## src/pif_pkg.sv

```systemverilog
// package: register map, field positions and reset values of the peripheral flag block
package pif_pkg;

  localparam logic [3:0] PIF_OFS_FLAGS_ONE = 4'h0;
  localparam logic [3:0] PIF_OFS_FLAGS_TWO = 4'h1;
  localparam logic [3:0] PIF_OFS_IRQ_STAT  = 4'h2;
  localparam logic [3:0] PIF_OFS_IRQ_MASK  = 4'h3;

  localparam int PIF_POS_PARALLEL  = 7;
  localparam int PIF_POS_CONVERTER = 6;
  localparam int PIF_POS_RX        = 5;
  localparam int PIF_POS_TX        = 4;
  localparam int PIF_POS_SYNC      = 3;
  localparam int PIF_POS_CAPCOMP   = 2;
  localparam int PIF_POS_PERIOD    = 1;
  localparam int PIF_POS_OVERFLOW  = 0;

  localparam int PIF_POS_OSC_FAIL  = 7;
  localparam int PIF_POS_CMP_CHG   = 6;
  localparam int PIF_POS_NV_DONE   = 4;

  localparam logic [7:0] PIF_ONE_WR_MASK = 8'hcf;
  localparam logic [7:0] PIF_TWO_WR_MASK = 8'hd0;
  localparam logic [7:0] PIF_ONE_RESET   = 8'h00;
  localparam logic [7:0] PIF_TWO_RESET   = 8'h00;
  localparam logic [7:0] PIF_MASK_RESET  = 8'h00;
  localparam logic [7:0] PIF_STAT_RESET  = 8'h00;

  typedef enum logic [1:0] {
    PIF_CCP_CAPTURE,
    PIF_CCP_COMPARE,
    PIF_CCP_PWM,
    PIF_CCP_OFF
  } pif_ccp_mode_e;

  typedef struct packed {
    logic parallel_access;
    logic converter_done;
    logic sync_serial_done;
    logic timer_captured;
    logic timer_compare_match;
    logic period_match;
    logic timer_overflow;
    logic osc_failure;
    logic comparator_change;
    logic nv_write_done;
  } pif_events_s;

  typedef struct packed {
    logic [3:0] addr;
    logic [7:0] wdata;
    logic       wr;
    logic       rd;
  } pif_bus_s;

  typedef struct packed {
    logic [7:0] flags_one;
    logic [7:0] flags_two;
    logic [7:0] irq_stat;
    logic [7:0] irq_mask;
    logic [7:0] rdata;
    logic       rx_full;
    logic       tx_empty;
  } pif_state_s;

endpackage

```

## src/pif_flags.sv

```systemverilog
// peripheral interrupt flag registers with polling, sticky flags and an interrupt output raised by first-register flags only
// What this block does
// parallel access sets bit 7, sticky
// small package: parallel flag reads zero
// conversion done sets sticky converter flag
// rx flag follows rx buffer full
// tx flag follows tx buffer empty
// sync serial completion sets sticky flag
// capture mode: timer capture sets flag
// compare mode: timer match sets flag
// eight bit timer period match sets flag
// sixteen bit overflow sets bit 0
// flags set regardless of any enable
// second register: oscillator, comparator, nv flags
// software writes store; hardware set wins
//
// Chosen here: the register addresses and the plain strobed port.
`timescale 1ns/1ps

module pif_flags
  import pif_pkg::*;
#(
  parameter bit SMALL_PACKAGE = 1'b0
) (
  input  wire logic          clk_in,
  input  wire logic          rstn_in,
  input  wire logic [3:0]    addr_in,
  input  wire logic [7:0]    wdata_in,
  input  wire logic          wr_in,
  input  wire logic          rd_in,
  output logic      [7:0]    rdata_out,
  input  wire pif_events_s   events_in,
  input  wire pif_ccp_mode_e ccp_mode_in,
  input  wire logic          rx_data_arrive_in,
  input  wire logic          rx_buffer_read_in,
  input  wire logic          tx_buffer_drained_in,
  input  wire logic          tx_buffer_write_in,
  output logic      [7:0]    flags_one_out,
  output logic      [7:0]    flags_two_out,
  output logic               irq_out
);

  pif_state_s  st_reg;
  pif_state_s  st_next;
  pif_bus_s    bus;
  logic [7:0]  set_one;
  logic [7:0]  set_two;
  logic [7:0]  view_one;
  logic [7:0]  view_two;
  logic [7:0]  rise;

  assign bus = '{addr: addr_in, wdata: wdata_in, wr: wr_in, rd: rd_in};

  always_comb begin
    set_one = 8'h00;
    set_two = 8'h00;
    // no enable gating on sets
    // parallel port access
    set_one[PIF_POS_PARALLEL]  = events_in.parallel_access & ~SMALL_PACKAGE;
    // conversion finished
    set_one[PIF_POS_CONVERTER] = events_in.converter_done;
    // sync port transfer done
    set_one[PIF_POS_SYNC]      = events_in.sync_serial_done;
    // capture in capture mode; pwm mode sets nothing
    // match in compare mode
    set_one[PIF_POS_CAPCOMP]   = (ccp_mode_in == PIF_CCP_CAPTURE && events_in.timer_captured) ||
                                 (ccp_mode_in == PIF_CCP_COMPARE && events_in.timer_compare_match);
    // period match
    set_one[PIF_POS_PERIOD]    = events_in.period_match;
    // overflow
    set_one[PIF_POS_OVERFLOW]  = events_in.timer_overflow;
    // second register sources
    set_two[PIF_POS_OSC_FAIL]  = events_in.osc_failure;
    set_two[PIF_POS_CMP_CHG]   = events_in.comparator_change;
    set_two[PIF_POS_NV_DONE]   = events_in.nv_write_done;
  end

  // read-only status bits come from the buffer trackers, not storage
  always_comb begin
    view_one = st_reg.flags_one & PIF_ONE_WR_MASK;
    // rx flag mirrors buffer
    view_one[PIF_POS_RX] = st_reg.rx_full;
    // tx flag mirrors buffer
    view_one[PIF_POS_TX] = st_reg.tx_empty;
    // absent pin, reads zero
    if (SMALL_PACKAGE) begin
      view_one[PIF_POS_PARALLEL] = 1'b0;
    end
    view_two = st_reg.flags_two & PIF_TWO_WR_MASK;
  end

  always_comb begin
    st_next = st_reg;
    // read of rx buffer clears; new data wins
    if (rx_data_arrive_in) begin
      st_next.rx_full = 1'b1;
    end else if (rx_buffer_read_in) begin
      st_next.rx_full = 1'b0;
    end
    // write of tx buffer fills; drain wins
    if (tx_buffer_drained_in) begin
      st_next.tx_empty = 1'b1;
    end else if (tx_buffer_write_in) begin
      st_next.tx_empty = 1'b0;
    end
    // software stores writable bits
    if (bus.wr && bus.addr == PIF_OFS_FLAGS_ONE) begin
      st_next.flags_one = bus.wdata & PIF_ONE_WR_MASK;
    end
    if (bus.wr && bus.addr == PIF_OFS_FLAGS_TWO) begin
      st_next.flags_two = bus.wdata & PIF_TWO_WR_MASK;
    end
    // hardware set overrides same-cycle clear
    st_next.flags_one = st_next.flags_one | set_one;
    st_next.flags_two = st_next.flags_two | set_two;
    if (SMALL_PACKAGE) begin
      st_next.flags_one[PIF_POS_PARALLEL] = 1'b0;
    end
    if (bus.wr && bus.addr == PIF_OFS_IRQ_MASK) begin
      st_next.irq_mask = bus.wdata;
    end
    // write one to clear; a new rise the same cycle stays set
    if (bus.wr && bus.addr == PIF_OFS_IRQ_STAT) begin
      st_next.irq_stat = st_reg.irq_stat & ~bus.wdata;
    end
    st_next.irq_stat = st_next.irq_stat | rise;
    st_next.rdata = 8'h00;
    if (bus.rd) begin
      case (bus.addr)
        PIF_OFS_FLAGS_ONE: st_next.rdata = view_one;
        PIF_OFS_FLAGS_TWO: st_next.rdata = view_two;
        PIF_OFS_IRQ_STAT:  st_next.rdata = st_reg.irq_stat;
        PIF_OFS_IRQ_MASK:  st_next.rdata = st_reg.irq_mask;
        default:           st_next.rdata = 8'h00;
      endcase
    end
  end

  // status tracks rising flag-one bits, so level bits (rx, tx) raise it once
  logic [7:0] view_one_prev;
  always_ff @(posedge clk_in) begin
    if (!rstn_in) begin
      view_one_prev <= 8'h00;
    end else begin
      view_one_prev <= view_one;
    end
  end
  assign rise = view_one & ~view_one_prev;

  always_ff @(posedge clk_in) begin
    if (!rstn_in) begin
      st_reg           <= '0;
      st_reg.flags_one <= PIF_ONE_RESET;
      st_reg.flags_two <= PIF_TWO_RESET;
      st_reg.irq_stat  <= PIF_STAT_RESET;
      st_reg.irq_mask  <= PIF_MASK_RESET;
    end else begin
      st_reg <= st_next;
    end
  end

  assign rdata_out     = st_reg.rdata;
  assign flags_one_out = view_one;
  assign flags_two_out = view_two;
  assign irq_out       = |(st_reg.irq_stat & st_reg.irq_mask);

endmodule

```

## config.mk

```make
export PLATFORM = sky130hd
export DESIGN_NAME = pif_flags
export DESIGN_NICKNAME = d
export VERILOG_FILES = /design/src/pif_pkg.sv /design/src/pif_flags.sv
export SDC_FILE = /design/constraint.sdc
export NUM_CORES = 1
export LEC_CHECK = 0
export BUFFER_PORTS_ARGS = -buffer_cell sky130_fd_sc_hd__buf_2
export CORE_MARGIN = 10
export CORE_UTILIZATION = 55
export CTS_CLUSTER_SIZE = 20
export DETAILED_ROUTE_END_ITERATION = 8
export GPL_TIMING_DRIVEN = 0
export HOLD_SLACK_MARGIN = 0.02
export PLACE_DENSITY = 0.82
export SLEW_MARGIN = 40
export SYNTH_ARGS = -nofsm -noshare
export SYNTH_HDL_FRONTEND = slang
export SYNTH_SLANG_ARGS = --single-unit
```

## constraint.sdc

```tcl
create_clock -name clk_in -period 3.6 [get_ports clk_in]
set_clock_uncertainty 0.2 [all_clocks]
set_input_delay 0.36 -clock clk_in [delete_from_list [all_inputs] [get_ports clk_in]]
set_output_delay 0.36 -clock clk_in [all_outputs]
set_load 0.01 [all_outputs]
```

== After elaboration in Yosys (flattened, before gate mapping) ==
Cells that the tools add are included.
Operators by class
  muxes and demuxes: 8
  bitwise logic cells: 8
  equality and inequality tests: 4
  reduce and logical (&&, ||, !) cells: 13
Operators with widths (number)
  $pmux 8 s4: 1
  $and 8x8->8: 3
  $mux 8: 3
  $or 8x8->8: 3
  $not 8->8: 2
  $eq 4x2->1 const B: 2
  $reduce_or 8->1: 1
  $logic_and 1x1->1: 6
  $eq 4x1->1 const B: 1
  $logic_not 4->1: 1
  $mux 1: 4
  $reduce_bool 2->1: 2
  $eq 2x1->1 const B: 1
  $logic_not 2->1: 1
  $reduce_and 2->1: 1
  $logic_or 1x1->1: 1
Word-level totals
  register bits after elaboration: 50
  output and inout bits: 25
  word-level logic and storage cells: 41
  input port bits: 32

== Depth between registers and ports, before layout ==
  depth after elaboration: 4
  depth in mapped cells: 4
  mapped depth without buffers: 3

== Worst setup path after synthesis ==
No wires, ideal clock.
  path kind: input port to flip-flop
  from: in addr_in[3]
  to: reg st_reg, in the netlist flags_one_out[3]
  buffers on the path: 0
  required time: 3.278 ns
  stages: 3
  library setup time: 0.122 ns
  arrival time: 1.344 ns
  setup slack: 1.934 ns
  cells stage by stage: or3b_4 -> or4_1 -> o311a_1
Between the ends
  longest elaborated chain between the ends: 4
Ends and longest elaborated chain
  from (decl): RTL line pif_flags.sv:27  | input wire logic [3:0] addr_in,
  $logic_not 4->1: RTL line pif_flags.sv:107  | if (bus.wr && bus.addr == PIF_OFS_FLAGS_ONE) begin
  $logic_and 1x1->1: RTL line pif_flags.sv:107
  $mux 8: RTL line pif_flags.sv:107
  $or 8x8->8: RTL line pif_flags.sv:114  | st_next.flags_one = st_next.flags_one | set_one;
  to (signal assigned): RTL line pif_flags.sv:158  | st_reg <= st_next;
  to (decl): RTL line pif_flags.sv:43  | pif_state_s st_reg;
No other way between the ends.
A chain may end at the register's enable or synchronous reset.

== Worst setup path in the final report ==
  from: reg st_reg[24] in the netlist's numbering
  to: out irq_out
Between the ends
  longest elaborated chain between the ends: 2
Ends and longest elaborated chain
  $and 8x8->8: RTL line pif_flags.sv:165  | assign irq_out = |(st_reg.irq_stat & st_reg.irq_mask);
  $reduce_or 8->1: RTL line pif_flags.sv:165
  to (decl): RTL line pif_flags.sv:40  | output logic irq_out
No other way between the ends.

==> run metrics <==
Filler Cell Count=295; vias per std cell=5.29; cts bufs inserted=5; sequential-to-total area share from yosys stat=0.446; FF+latch area=861 um2; category of the worst setup path capture point=primary output; setup repair after global routing missed its margin=no; cell area after synthesis=1930 um2; number of cell instances on the worst register-to-register path=2; async set or reset register ratio after synthesis=0; PortBufs=50; warnings from Yosys=0; Post-synth EDFFs=0; number of buffers between clock root and the deepest sink=2; area of the core=3360 um2; synthesized area per cell=9.32 um2; CTS tree=done; die outline height=79.2 um; power per unit of standard cell area=392 nW/um2; total global routing overflow=0; Final nets=302; sort of element at the start of the critical path=register; cell types with the largest area share after synthesis=sky130_fd_sc_hd__dfxtp_1, sky130_fd_sc_hd__buf_4, sky130_fd_sc_hd__nand2_1, sky130_fd_sc_hd__mux2i_1, sky130_fd_sc_hd__a22oi_1; post-CTS resize count=0; number of synthesized register bits=43; area share of the largest cell type after synthesis=0.446; most frequently used flop master after synthesis=sky130_fd_sc_hd__dfxtp_1; DR WL/cell=15.3 um; Required @ worst endpoint=3040 ps; Worst-Skew Late Latency=350 ps; top achievable clock speed=554 MHz; # H-tree levels=2; setup tns final=0 ps; crit path time final=1810 ps; result of the run=finished clean; remaining antenna violation count=0; violation count after the first detailed-route iteration=89; Final Hold Viols=0; endpoint arrival time on the critical path=1250 ps; area of combinational cells with multiple inputs=838 um2; Hold Path Class=in2reg; Die Span X=79.2 um; number of unique standard cell types used by synthesis=32; critical-path maximum fanout=3; Util after Layout=0.696; Clock Sink Count=43; IO Count=57; most area-hungry cell type in the Yosys netlist=sky130_fd_sc_hd__dfxtp_1; number of design rule violations left after detail routing=0; max-capacitance violation count=0; final WL=4860 um; wire length of the first global-routing pass=7960 um; cell count of the worst hold path=3; clock root buffer=sky130_fd_sc_hd__clkbuf_4; global-route total usage across every layer=0.159; Tcrit/Tclk final=0.502; overall die area=6280 um2; crit path kind=reg2out; count of final max-slew check failures=0; worst vdd rail ir drop=253 uV; clock slew at the register clock pins of the worst setup and hold paths=120 ps; max reg flops=16; leakage dissipation=1.12 nW; worst-case headroom to the max-slew limit=0.538; First-pass DRT Iterations=4; pin slew with the least headroom to its limit=690 ps; placement row count=21; layout-stage area growth over the synthesis result=21.3%; initial antenna violation count=0; share of layout cells above drive strength 1=0.343; total half-perimeter wirelength after legalization and detailed placement=3610 um; number of global-route vias before repair=1,677; largest net degree at the start of global routing=13; number of setup violations in the final report=0; last weighted congestion value of the routability-driven placer=0.847; Initial Utilization=0.574; number of diodes added for antenna fixing=0; vias after detailed routing=1,676; cells after synthesis=207
-- synth_stat cells, types with 5 or more instances --
cell type,instances
sky130_fd_sc_hd__nor2_1,8
sky130_fd_sc_hd__dfxtp_1,43
sky130_fd_sc_hd__buf_4,24
sky130_fd_sc_hd__a22oi_1,9
sky130_fd_sc_hd__nand2_1,32
sky130_fd_sc_hd__mux2i_1,9
sky130_fd_sc_hd__and3_1,8
sky130_fd_sc_hd__clkbuf_1,7
sky130_fd_sc_hd__a21boi_0,6
sky130_fd_sc_hd__inv_1,9
sky130_fd_sc_hd__nor2b_1,6
sky130_fd_sc_hd__mux2_2,5
sky130_fd_sc_hd__o21ai_0,6
sky130_fd_sc_hd__o22ai_1,8
-- critical path, stage by stage, from the launching register on --
cell and delay (ps):
sky130_fd_sc_hd__dfxtp_1 350, sky130_fd_sc_hd__a22oi_1 250, sky130_fd_sc_hd__nand4_1 130, sky130_fd_sc_hd__buf_2 160
-- power by group --
group,internal (mW),total [mW],switching (mW)
sequential,0.501,0.520,0.0186
clock,0.115,0.265,0.150
combinational,0.0680,0.132,0.0641
total,0.684,0.917,0.232
-- stage by stage --
stage                     area (um2)  hold WS, ps  cells  power, mW  worst slack (ps)
after floorplan                 1940          208    211      0.608              1930
after global placement          2250          211    307      0.657              1750
after detailed placement        2250          219    307      0.660              1720
after CTS                       2340         44.0    317      0.919              1790
after global routing            2340         48.3    317      0.959              1700
final                           2340         54.3    317      0.917              1790
-- kinds of logic (layout without fill, tap and decap cells) --
logic type	count (synthesis)	after routing	synth area share
other	1	5	0.00194
and+or+nand+nor	65	65	0.168
buffers and inverters	41	101	0.127
AOI/OAI and AO/OA	40	40	0.146
muxes	17	17	0.111
DFF	43	43	0.446
-- worst paths after layout --
kind                                        from            to  slack (ps)
worst max register to register  flags_one_out[7]  rdata_out[7]        2320
worst min register to register  view_one_prev[2]    st_reg[20]         230
worst max-delay path                  st_reg[24]       irq_out        1790
worst min-delay path                 wdata_in[3]    st_reg[13]          50
-- per-layer routing --
metal / vias up / global-route usage / wire [um]
met1: 792 / 0.180 / 2020
met4: 0 / 0.0699 / 72
met5: - / 0 / 0
met3: 9 / 0.0541 / 424
met2: 54 / 0.266 / 2340
li1: 821 / - / -
-- cell usage in the layout (no fill, tap or decap), drive strengths merged --
master	count
a21boi	6
mux4	3
mux2	5
inv	9
conb	5
nand4bb	1
or3	1
clkbuf	15
o21a	2
nor2	9
a22oi	9
o221ai	1
o311a	2
nor2b	6
dlygate4sd3	2
mux2i	9
or4	2
or2	1
a31oi	3
o22ai	8
nand3	1
o21ai	6
a41oi	3
nand4	1
nor3b	1
nand2b	1
or3b	1
dfxtp	43
and3	8
buf	75
nand2	32
-- timing repair --
item / in CTS / in global routing
setup endpoints to repair: 0 / 0
hold buffers: 2 / 0
setup buffers: 0 / 0
hold endpoints to repair: 2 / 0
-- layout make-up --
class,instances,area share
buffer,32,0.0903
inverter,9,0.0144
clock buffer,8,0.0294
tap,46,0.0246
sequential,43,0.368
timing repair buffer,52,0.115
multi-input combinational,127,0.358
(Power assumes the default switching activity.)
